--- src/rtl/tee_cfg.svh ---
// Constants for the tracking-enable edge detect front end
`ifndef TEE_CFG_SVH
`define TEE_CFG_SVH
`define TEE_NUM_CH      3
`define TEE_CNT_W       32
`define TEE_CNT_RST     32'h0000_0000
`define TEE_SYNC_RST    2'h0
`define TEE_IND_RST     1'h0
`endif

--- src/rtl/tee_pkg.sv ---
// Types for the tracking-enable edge detect front end
`include "tee_cfg.svh"
package tee_pkg;
   // One raw channel of the pulse input connector
   typedef struct packed {
      logic phase_a;
      logic phase_b;
      logic trig;
   } tee_pins_type;
   // Edge-select switch pair of one channel
   typedef struct packed {
      logic sel_a;
      logic sel_b;
   } tee_sel_type;
   typedef enum logic [1:0] {TEE_DISABLED, TEE_RUNNING} tee_mode_type;
endpackage

--- src/rtl/tee_chan.sv ---
// One encoder plus tracking-enable channel: sync, x4 count, edge capture
`timescale 1ns/100ps
`default_nettype none
`include "tee_cfg.svh"
module tee_chan (
   // Clock and reset
   input  wire logic                     clk_sys,
   input  wire logic                     nrst,
   // Control
   input  wire logic                     enable,
   input  wire tee_pkg::tee_sel_type     sel,
   // Pins
   input  wire tee_pkg::tee_pins_type    pins,
   // Results
   output logic                          ind_a,
   output logic                          ind_b,
   output logic                          ind_trig,
   output logic                          event_pulse,
   output logic [`TEE_CNT_W-1:0]         count,
   output logic [`TEE_CNT_W-1:0]         latched_encoder_count
);
   typedef struct packed {
      logic [1:0]            sa;
      logic [1:0]            sb;
      logic [1:0]            st;
      logic                  pa;
      logic                  pb;
      logic                  pt;
      logic                  ev;
      logic                  pe;
      logic [`TEE_CNT_W-1:0] cnt;
      logic [`TEE_CNT_W-1:0] hold;
   } tee_chan_state_type;

   tee_chan_state_type st, next_st;
   logic lead_mode;
   logic qa;
   logic qb;
   logic qt;
   logic step;
   logic up;
   logic hit;

   // ====================
   // Next state
   always_comb begin
      next_st = st;
      next_st.sa = {st.sa[0], pins.phase_a};
      next_st.sb = {st.sb[0], pins.phase_b};
      next_st.st = {st.st[0], pins.trig};
      qa = st.sa[1] & enable;
      qb = st.sb[1] & enable;
      qt = st.st[1] & enable;
      next_st.pa = qa;
      next_st.pb = qb;
      next_st.pt = qt;
      next_st.pe = enable;
      // x4 decode: any edge of A or B is one step
      step = (qa ^ st.pa) | (qb ^ st.pb);
      up   = qa ^ st.pb;
      // gating edges on enable change are not phase steps
      if (enable && st.pe && step && !((qa ^ st.pa) && (qb ^ st.pb))) begin
         next_st.cnt = up ? st.cnt + 1'b1 : st.cnt - 1'b1;
      end
      // equal switches pick leading edge, differing pick trailing
      lead_mode = ~(sel.sel_a ^ sel.sel_b);
      hit = lead_mode ? (qt & ~st.pt) : (~qt & st.pt);
      next_st.ev = hit;
      if (hit) begin
         next_st.hold = st.cnt;
      end
   end

   always_ff @(posedge clk_sys or negedge nrst) begin
      if (!nrst) begin
         st <= '0;
      end else begin
         st <= next_st;
      end
   end

   assign ind_a                 = st.pa;
   assign ind_b                 = st.pb;
   assign ind_trig              = st.pt;
   assign event_pulse           = st.ev;
   assign count                 = st.cnt;
   assign latched_encoder_count = st.hold;

   // ====================
   // Checks
   // indicators dark while disabled
   ind_off_a: assert property (@(posedge clk_sys) disable iff (!nrst)
      $past(!enable) |-> !ind_trig && !ind_a && !ind_b)
      else $error("indicator on while disabled");
   lead_evt_a: assert property (@(posedge clk_sys) disable iff (!nrst)
      ($past(sel.sel_a == sel.sel_b) && ind_trig && !$past(ind_trig)) |-> event_pulse)
      else $error("leading edge missed");
   trail_evt_a: assert property (@(posedge clk_sys) disable iff (!nrst)
      ($past(sel.sel_a != sel.sel_b) && !ind_trig && $past(ind_trig)) |-> event_pulse)
      else $error("trailing edge missed");
   cap_hold_a: assert property (@(posedge clk_sys) disable iff (!nrst)
      event_pulse |-> latched_encoder_count == $past(count))
      else $error("capture mismatch");
   cnt_step_a: assert property (@(posedge clk_sys) disable iff (!nrst)
      (count != $past(count)) |-> (count - $past(count) == 32'h0000_0001
         || $past(count) - count == 32'h0000_0001))
      else $error("count jumped");
   sync_lat_a: assert property (@(posedge clk_sys) disable iff (!nrst)
      ($past(enable) && $past(enable, 2) && $past(enable, 3)) |-> ind_a == $past(pins.phase_a, 3))
      else $error("sync latency wrong");
   evt_c: cover property (@(posedge clk_sys) disable iff (!nrst) event_pulse);
   up_c: cover property (@(posedge clk_sys) disable iff (!nrst) count == $past(count) + 1'b1);
   dn_c: cover property (@(posedge clk_sys) disable iff (!nrst) count == $past(count) - 1'b1);
endmodule
`default_nettype wire

--- src/rtl/tee_top.sv ---
// Three-channel tracking-enable and encoder input front end
`timescale 1ns/100ps
`default_nettype none
`include "tee_cfg.svh"
// What this block does
// - Drive phase A and B indicators for encoder channels one to three.
// - Drive one tracking-trigger indicator per channel, showing its present state.
// - While not enabled, all inputs and indicators read inactive.
// - Each channel has its own two-switch edge-select pair.
// - Equal switches: event on leading edge of the trigger.
// - Differing switches: event on trailing edge of the trigger.
// - Factory default switches off, so leading edge detection.
// - On each event, capture encoder count into a readable holding value.
// - Count phases A and B times four, every edge of either, except when A and B both change in one cycle.
module tee_top (
   // Clock and reset
   input  wire logic                         clk_sys,
   input  wire logic                         nrst,
   // System configuration
   input  wire logic                         module_enable,
   input  wire logic                         edge_sel_a_ch1,
   input  wire logic                         edge_sel_b_ch1,
   input  wire logic                         edge_sel_a_ch2,
   input  wire logic                         edge_sel_b_ch2,
   input  wire logic                         edge_sel_a_ch3,
   input  wire logic                         edge_sel_b_ch3,
   // Connector inputs
   input  wire logic [2:0]                   phase_a_in,
   input  wire logic [2:0]                   phase_b_in,
   input  wire logic                         track_trigger_in_ch1,
   input  wire logic                         track_trigger_in_ch2,
   input  wire logic                         track_trigger_in_ch3,
   // Indicators
   output logic [2:0]                        phase_a_indicator,
   output logic [2:0]                        phase_b_indicator,
   output logic [2:0]                        track_trigger_indicator,
   // Results to controller
   output logic [2:0]                        track_event,
   output logic [3*`TEE_CNT_W-1:0]           encoder_count,
   output logic [3*`TEE_CNT_W-1:0]           latched_encoder_count
);
   tee_pkg::tee_sel_type  sel  [3];
   tee_pkg::tee_pins_type pins [3];
   logic                  enabled;
   logic [2:0]            trig;

   // Configuration enable registered so every path is flop-timed
   always_ff @(posedge clk_sys or negedge nrst) begin
      if (!nrst) begin
         enabled <= 1'b0;
      end else begin
         enabled <= module_enable;
      end
   end

   always_comb begin
      sel[0] = '{sel_a: edge_sel_a_ch1, sel_b: edge_sel_b_ch1};
      sel[1] = '{sel_a: edge_sel_a_ch2, sel_b: edge_sel_b_ch2};
      sel[2] = '{sel_a: edge_sel_a_ch3, sel_b: edge_sel_b_ch3};
   end
   assign trig = {track_trigger_in_ch3, track_trigger_in_ch2, track_trigger_in_ch1};

   for (genvar i = 0; i < `TEE_NUM_CH; i++) begin : g_ch
      assign pins[i] = '{phase_a: phase_a_in[i], phase_b: phase_b_in[i], trig: trig[i]};
      tee_chan u_chan (
         .clk_sys               (clk_sys),
         .nrst                  (nrst),
         .enable                (enabled),
         .sel                   (sel[i]),
         .pins                  (pins[i]),
         .ind_a                 (phase_a_indicator[i]),
         .ind_b                 (phase_b_indicator[i]),
         .ind_trig              (track_trigger_indicator[i]),
         .event_pulse           (track_event[i]),
         .count                 (encoder_count[i*`TEE_CNT_W +: `TEE_CNT_W]),
         .latched_encoder_count (latched_encoder_count[i*`TEE_CNT_W +: `TEE_CNT_W])
      );
   end

   // switches all off gives leading edge
   dflt_lead_a: assert property (@(posedge clk_sys) disable iff (!nrst)
      ($past(!edge_sel_a_ch1 && !edge_sel_b_ch1) && track_trigger_indicator[0]
         && !$past(track_trigger_indicator[0])) |-> track_event[0])
      else $error("default leading edge missed");
   no_evt_a: assert property (@(posedge clk_sys) disable iff (!nrst)
      (!enabled && !$past(enabled) && !$past(enabled, 2)) |-> track_event == 3'h0)
      else $error("event while disabled");

   // ====================
   // Per-channel checks
   for (genvar j = 0; j < `TEE_NUM_CH; j++) begin : g_chk
      pha_ind_a: assert property (@(posedge clk_sys) disable iff (!nrst)
         ($past(enabled) && $past(enabled, 2) && $past(enabled, 3))
         |-> phase_a_indicator[j] == $past(phase_a_in[j], 3))
         else $error("phase A indicator wrong");
      phb_ind_a: assert property (@(posedge clk_sys) disable iff (!nrst)
         ($past(enabled) && $past(enabled, 2) && $past(enabled, 3))
         |-> phase_b_indicator[j] == $past(phase_b_in[j], 3))
         else $error("phase B indicator wrong");
      trig_ind_a: assert property (@(posedge clk_sys) disable iff (!nrst)
         ($past(enabled) && $past(enabled, 2) && $past(enabled, 3))
         |-> track_trigger_indicator[j] == $past(trig[j], 3))
         else $error("trigger indicator wrong");
      cnt_frozen_a: assert property (@(posedge clk_sys) disable iff (!nrst)
         (!$past(enabled) || !$past(enabled, 2))
         |-> encoder_count[j*`TEE_CNT_W +: `TEE_CNT_W]
            == $past(encoder_count[j*`TEE_CNT_W +: `TEE_CNT_W]))
         else $error("count moved while disabled");
      pair_edge_a: assert property (@(posedge clk_sys) disable iff (!nrst)
         track_event[j] == ($past(sel[j].sel_a == sel[j].sel_b)
            ? $rose(track_trigger_indicator[j]) : $fell(track_trigger_indicator[j])))
         else $error("event does not match edge select");
   end

   en_c: cover property (@(posedge clk_sys) disable iff (!nrst) $rose(enabled));
   all_c: cover property (@(posedge clk_sys) disable iff (!nrst) &track_event);
endmodule
`default_nettype wire

--- config.mk ---
export PLATFORM = sky130hd
export DESIGN_NAME = tee_top
export DESIGN_NICKNAME = d
export VERILOG_FILES = /design/src/rtl/tee_pkg.sv /design/src/rtl/tee_chan.sv /design/src/rtl/tee_top.sv
export VERILOG_INCLUDE_DIRS = /design/src /design/src/rtl
export SDC_FILE = /design/constraint.sdc
export NUM_CORES = 1
export LEC_CHECK = 0
export BUFFER_PORTS_ARGS = -buffer_cell sky130_fd_sc_hd__buf_2
export CAP_MARGIN = 20
export CORE_ASPECT_RATIO = 0.9
export CORE_MARGIN = 3
export CORE_UTILIZATION = 52
export DETAILED_ROUTE_END_ITERATION = 10
export GPL_TIMING_DRIVEN = 0
export PLACE_DENSITY = 0.75
export SYNTH_ARGS = -nofsm -noshare
export SYNTH_HDL_FRONTEND = slang
export SYNTH_SLANG_ARGS = --single-unit
export TNS_END_PERCENT = 1
--- constraint.sdc ---
create_clock -name clk_sys -period 3.3 [get_ports clk_sys]
set_input_delay 0.165 -clock clk_sys [delete_from_list [all_inputs] [get_ports clk_sys]]
set_output_delay 0.165 -clock clk_sys [all_outputs]
set_load 0.005 [all_outputs]
==> impl_metrics.csv, run 1 <==
group,metric,value,unit
sta,tightest_slew,0.986,ns
sta,min_period,3.21,ns
routing,post_drt_via_cell_ratio,5.81,
global_routing,grt.total_usage,0.267,
synthesis,synth-edff-count,0,
synthesis,syn_inst,1480,
sta,clock_skew,0.0280,ns
sta,whs,0.277,ns
job,cap_viol_max_count,0,
place,place_hpwl,29.1,mm
synthesis,synthArstFlopShare,1.00,
sta,drv_slew,0,
worst_setup_path,crit_path_max_fanout,10,
power_and_ir_drop,power,14.6,mW
worst_setup_path,arrival,3.59,ns
clock_network,cts.clk_slew.worst_paths,0.06,ns
floorplanning,rows,56,
sta,finalCritPeriodShare,0.972,
floorplanning,dieWidth,180,um
power_and_ir_drop,power_density,863,nW/um^2
layout,fin_cells,2122,
synthesis,ys_seq_area_frac,0.397,
floorplanning,coreArea,26300,um^2
layout,num-fill-cells,2223,
synthesis,synth_ff_type,"dfrtp_1",
place,port-buffer-count,221,
clock_network,worstSkewPairLatency,0.54,ns
global_routing,grt_max_degree,122,
place,gp_congestion,0.966,
worst_setup_path,crit_chain,"buf_6 > nand3b_1 > nand2_2 > buf_6 > buf_8 > buf_6 > xnor2_1 > ha_2 > nand2_2 > a2111oi_4 > o22ai_2 > nor4bb_1 > o21ai_1 > xnor2_1",
layout,seqCellArea,5610,um^2
place,dp.cells,2050,
sta,timing.fmax,312,MHz
routing,vias,12300,
floorplanning,die-area,29100,um^2
routing,drt_iter0_drc,1102,
power_and_ir_drop,ir_worst_vdd,0.628,mV
synthesis,synth_cell_types,84,
power_and_ir_drop,p_leak,7.91,nW
floorplanning,initial_core_util,0.535,
routing,wl_per_cell,19.0,um
worst_setup_path,critPathLaunchType,"register",
layout,postLayoutCoreUtil,0.644,
layout,final_cell_mix,"buf_2 (239), buf_4 (224), dfrtp_1 (223)",
worst_setup_path,crit_slowest_cell,"dfrtp_2",
floorplanning,io_pins,222,
layout,multi_input_area,6620,um^2
global_routing,antenna_found_initial,2,
sta,rsz0062_at_grt,"true",
layout,area_delta_synth_final,20.2,%
clock_network,cts-root-buf,"clkbuf_16",
synthesis,synth_fp_nets,1501,
synthesis,yosys_register_bits,224,
worst_hold_path,worstHoldPathType,"in -> async",
layout,drive_above_1_share,0.372,
sta,hold_viol_final,0,
worst_setup_path,crit_family,"compound AO/OA/AOI/OAI gates",
layout,final_common_cell,"buf_2",
worst_setup_path,crit_buf_inv,4,
synthesis,synth_area,14100,um^2
clock_network,numCtsBuffers,25,
clock_network,cts_tree,"done",
worst_setup_path,slowest_delay,0.41,ns
global_routing,grt.overflow.total,0,
global_routing,grt_pass1_vias,11800,
clock_network,cts.sinks,224,
worst_setup_path,crit_type,"reg -> reg",
routing,drtPass1Iterations,6,
sta,tns,0,ns
global_routing,grt_pass1_wl,64.3,mm
worst_setup_path,crit_path_frequent_cell,"buf_6",
synthesis,synth-warning-count,0,
routing,drc_errors,0,
worst_setup_path,crit_required,3.69,ns
outcome,status,"completed",
synthesis,avgSynthCellArea,9.53,um^2
clock_network,clock_path_buffers,3,
sta,maxSlewHeadroom,0.343,
worst_setup_path,cp-end-kind,"register",
layout,num-nets-final,1776,
sta,setup-violations-final,0,
routing,ant_nets,0,
clock_network,htreeDepth,1,
floorplanning,die_height,162,um
routing,postRouteWirelength,40.4,mm
[cells in the mapped netlist (18+ instances only)]
cell,count,area (um^2)
dfrtp_1,224,5610
buf_4,204,1530
mux2_2,95,1070
clkbuf_1,80,300
nand2_1,78,293
xnor2_1,65,569
nor2_1,64,240
nand3_1,55,275
nor3_1,53,265
nor4_1,46,288
nand4_1,43,269
xor2_1,43,377
o21ai_0,42,210
a21oi_1,38,190
or4_1,31,233
and3_1,29,181
mux2i_1,28,280
buf_2,22,110
or3_1,18,113
[flip-flops by register name (all words and copies together), names as in the netlist]
register                           count
g_ch.u_chan.st                        10
g_ch.u_chan.event_pulse                3
g_ch.u_chan.ind_trig                   3
g_ch.u_chan.next_st                    9
g_ch.u_chan.latched_encoder_count     96
g_ch.u_chan.ind_a                      3
enabled                                1
g_ch.u_chan.count                     96
g_ch.u_chan.ind_b                      3
[final timing paths]
path                                                 startpoint                                                   end  slack, ns  cells past startpoint
setup reg to reg                              enabled$_DFF_PN0_                  g_ch[1].u_chan.count[22]$_DFFE_PN0P_       0.09                     14
setup / recovery                              enabled$_DFF_PN0_                  g_ch[1].u_chan.count[22]$_DFFE_PN0P_       0.09                     14
min in group clk_sys                              phase_a_in[2]                  g_ch[2].u_chan.next_st[74]$_DFF_PN0_       0.28                      2
hold reg to reg            g_ch[0].u_chan.next_st[74]$_DFF_PN0_                       g_ch[0].u_chan.st[74]$_DFF_PN0_       0.35                      0
hold / removal                                             nrst  g_ch[0].u_chan.latched_encoder_count[10]$_DFFE_PN0P_       0.28                      2
max in group asynchronous                                  nrst  g_ch[2].u_chan.latched_encoder_count[13]$_DFFE_PN0P_       1.96                      3
[cell type report]
class,instances,area share
timing repair buffer,252,0.0823
multi-input combinational,927,0.390
inverter,9,0.00199
sequential,224,0.331
buffer,316,0.120
clock buffer,32,0.0414
antenna,2,0.000295
clock inverter,12,0.00782
tap,348,0.0257
[stage by stage]
step	area (um^2)	setup slack, ns
after floorplan	14100	0.0170
after global placement	15700	-1.82
after detailed placement	15700	-1.38
after CTS	16800	-0.0478
after global routing	17000	-0.0788
final	17000	0.0926
[power breakdown]
part           leakage, nW  total, mW  internal, mW  switching, mW
sequential            2.82       4.63          3.80          0.830
combinational         4.69       7.22          3.59           3.63
clock                0.404       2.80          1.66           1.14
[per-layer routing]
layer | vias up | GRT usage | wire length, um
met4 | 0 | 0.0692 | 1030
li1 | 5673 | - | -
met3 | 78 | 0.0515 | 3560
met2 | 604 | 0.419 | 18100
met1 | 5971 | 0.384 | 17700
met5 | - | 0 | 0
[what timing repair did]
action	4_1_cts	5_1_grt
hold buffers	11	0
resized for setup	31	18
setup endpoints to repair	74	53
buffers inserted	5	14
endpoints found under the hold margin	113	0
pin swaps	5	11
[kinds of logic after synthesis]
group | count (synthesis) | share of synthesized area
compound gates | 188 | 0.0918
simple gates | 505 | 0.201
xor+xnor | 108 | 0.0671
mux | 123 | 0.0957
flops | 224 | 0.397
fa+ha+maj | 3 | 0.00266
buf+inv | 329 | 0.144
Power figures use the tool's default switching activity.
==> inputs of run 2 (changes only) <==
- SYNTH_HIERARCHICAL: not set -> 1
==> run 2 against run 1 <==
- final area down 1.6%
- critical path depth down 2
- clock skew down 0.020 ns
- worst hold slack worse by 0.027 ns
- routed wire length up 3.0%
- synthesized cell count down 2.0%
- critical endpoint is now g_ch[1].u_chan/count[26]$_DFFE_PN0P_
==> impl_metrics.csv, run 2 <==
group,metric,value,unit
outcome,status,"completed",
synthesis,avgSynthCellArea,9.69,um^2
layout,num-nets-final,1729,
sta,maxSlewHeadroom,0.296,
worst_setup_path,crit_chain,"buf_6 > a21bo_1 > buf_2 > nand2_4 > xnor2_1 > ha_2 > nor2_1 > and3_1 > o21ai_0 > o21ai_0 > a32oi_1 > xnor2_1",
worst_setup_path,critPathLaunchType,"register",
sta,setup-violations-final,0,
worst_setup_path,crit_path_max_fanout,14,
global_routing,grt.overflow.total,0,
routing,drc_errors,0,
global_routing,antenna_found_initial,0,
worst_setup_path,slowest_delay,0.50,ns
worst_setup_path,crit_family,"compound AO/OA/AOI/OAI gates",
routing,vias,12000,
layout,drive_above_1_share,0.383,
sta,min_period,3.15,ns
floorplanning,initial_core_util,0.533,
sta,timing.fmax,318,MHz
synthesis,ys_seq_area_frac,0.403,
floorplanning,io_pins,222,
worst_hold_path,worstHoldPathType,"in -> async",
synthesis,synth_top_area_frac,0.403,
clock_network,htreeDepth,1,
synthesis,synth_common_cells,"dfrtp_1 (226), buf_4 (195), nand2_1 (90), nor2_1 (90), mux2_2 (87)",
clock_network,cts-root-buf,"clkbuf_16",
routing,wl_per_cell,20.0,um
sta,setup_ws,0.152,ns
synthesis,synth-edff-count,0,
global_routing,grt_max_degree,123,
worst_setup_path,cp-end-kind,"register",
sta,clock_skew,0.00838,ns
global_routing,met2_usage,0.431,
floorplanning,coreArea,26300,um^2
global_routing,grtUsageMet3,0.0458,
global_routing,grt.total_usage,0.282,
layout,final_cell_mix,"buf_2 (257), dfrtp_1 (225), buf_4 (198)",
synthesis,synth_cell_types,61,
global_routing,busiest_layer,"met2",
floorplanning,die-area,29000,um^2
power_and_ir_drop,power,14.8,mW
worst_setup_path,crit_slowest_cell,"dfrtp_2",
synthesis,synthTopCellsByArea,"dfrtp_1 (40%), buf_4 (10%), mux2_2 (7.0%)",
worst_setup_path,rrSetupSlack,0.15,ns
synthesis,yosys_register_bits,226,
place,pre_cts_slack,-0.925,ns
clock_network,cts.sinks,226,
sta,drv_slew,0,
clock_network,cts_tree,"done",
layout,diodes,0,
floorplanning,die_height,162,um
layout,area_delta_synth_final,18.9,%
layout,final_common_cell,"buf_2",
floorplanning,dieWidth,179,um
global_routing,grt_pass1_wl,65.5,mm
synthesis,synth-warning-count,6,
clock_network,numCtsBuffers,25,
clock_network,worstSkewPairLatency,0.53,ns
synthesis,yosys.cell_count.top_type,"dfrtp_1",
routing,post_drt_via_cell_ratio,5.77,
sta,tns,0,ns
floorplanning,rows,56,
power_and_ir_drop,p_leak,7.85,nW
sta,rsz0062_at_grt,"true",
place,place_hpwl,30.6,mm
synthesis,synth_fp_nets,1471,
place,port-buffer-count,221,
synthesis,yosys.area.top_type,"dfrtp_1",
place,gp_congestion,0.962,
sta,tightest_slew,1.05,ns
synthesis,synth_ff_type,"dfrtp_1",
worst_setup_path,crit_buf_inv,2,
synthesis,synthArstFlopShare,1.00,
routing,drt_iter0_drc,1153,
synthesis,synth_area,14000,um^2
clock_network,cts.clk_slew.worst_paths,0.07,ns
job,cap_viol_max_count,0,
sta,whs,0.251,ns
worst_setup_path,arrival,3.60,ns
worst_setup_path,crit_required,3.75,ns
power_and_ir_drop,power_density,887,nW/um^2
clock_network,clock_path_buffers,3,
synthesis,syn_inst,1450,
routing,ant_nets,0,
power_and_ir_drop,ir_worst_vdd,0.571,mV
global_routing,grt_pass1_vias,11700,
worst_setup_path,crit_type,"reg -> reg",
global_routing,use_met1,0.419,
sta,finalCritPeriodShare,0.954,
routing,postRouteWirelength,41.6,mm
routing,drtPass1Iterations,5,
sta,hold_viol_final,0,
[run 2: cell count changes after synthesis, sizes merged, moves of 8 or more]
cell,delta
and4,+8
clkbuf,-12
mux2,-8
nand2,+12
nand2b,-9
nand4,+11
nor2,+29
o211ai,-11
or2,-8
or4,-15
[run 2: cells by family (layout without fill, tap and decap cells)]
kind of cell,Yosys count,after routing,synth area share
DFF,226,226,0.403
buffers and inverters,324,601,0.147
and+or+nand+nor,522,522,0.204
xor gates and xnor gates,111,111,0.0692
adders and majority gates,3,3,0.00267
muxes,108,108,0.0847
AOI/OAI and AO/OA,156,156,0.0893
[run 2: area by class of cell]
cell class / count / area (um^2)
Multi-Input combinational cell: 900 / 6400
Inverter: 12 / 45.0
Buffer: 307 / 2000
Fill cell: 2193 / 9650
Timing Repair Buffer: 236 / 1280
Clock inverter: 15 / 199
Tap cell: 348 / 435
Sequential cell: 226 / 5660
Clock buffer: 31 / 678
[run 2: routing by layer]
| metal | share of wire | vias to the layer above |
|---|---|---|
| met4 | 0.022 | 0 |
| met1 | 0.45 | 5862 |
| met3 | 0.074 | 77 |
| li1 | - | 5491 |
| met2 | 0.45 | 552 |
| met5 | 0 | - |
[run 2: worst paths after layout]
kind	endpoint	startpoint	depth (start not counted)
max reg2reg	g_ch[1].u_chan/count[26]$_DFFE_PN0P_	enabled$_DFF_PN0_	12
min in group clk_sys	enabled$_DFF_PN0_	module_enable	2
max	g_ch[1].u_chan/count[26]$_DFFE_PN0P_	enabled$_DFF_PN0_	12
min	g_ch[2].u_chan/latched_encoder_count[9]$_DFFE_PN0P_	nrst	2
max in group asynchronous	g_ch[1].u_chan/st[74]$_DFF_PN0_	nrst	3
min reg2reg	g_ch[0].u_chan/st[74]$_DFF_PN0_	g_ch[0].u_chan/next_st[74]$_DFF_PN0_	0
[run 2: where the power goes]
| part | total (mW) | internal (mW) | leakage, nW | switching [mW] |
|---|---|---|---|---|
| Sequential | 4.67 | 3.80 | 2.88 | 0.862 |
| Clock | 2.97 | 1.78 | 0.427 | 1.19 |
| Combinational | 7.17 | 3.48 | 4.55 | 3.70 |
[run 2: metrics by stage]
| stage | util | area [um^2] | instances |
|---|---|---|---|
| detailed placement | 0.593 | 15600 | 2020 |
| global placement | 0.592 | 15600 | 2019 |
| global route | 0.634 | 16700 | 2075 |
| floorplan | - | 14000 | 1450 |
| CTS | 0.632 | 16600 | 2075 |
| finish | 0.634 | 16700 | 2075 |
[run 2: timing repair]
action / CTS / global route
endpoints found under the setup margin: 42 / 17
setup buffers: 3 / 0
hold buffers: 11 / 0
resized for setup: 9 / 11
pin swaps: 3 / 0
endpoints found under the hold margin: 114 / 0
[run 2: worst register-to-register path, cell delays in order (launching register included)]
cell     delay (ns)
dfrtp_2        0.50
buf_6          0.18
a21bo_1        0.10
buf_2          0.25
nand2_4        0.20
xnor2_1        0.19
ha_2           0.34
nor2_1         0.10
and3_1         0.22
o21ai_0        0.38
o21ai_0        0.18
a32oi_1        0.27
xnor2_1        0.16
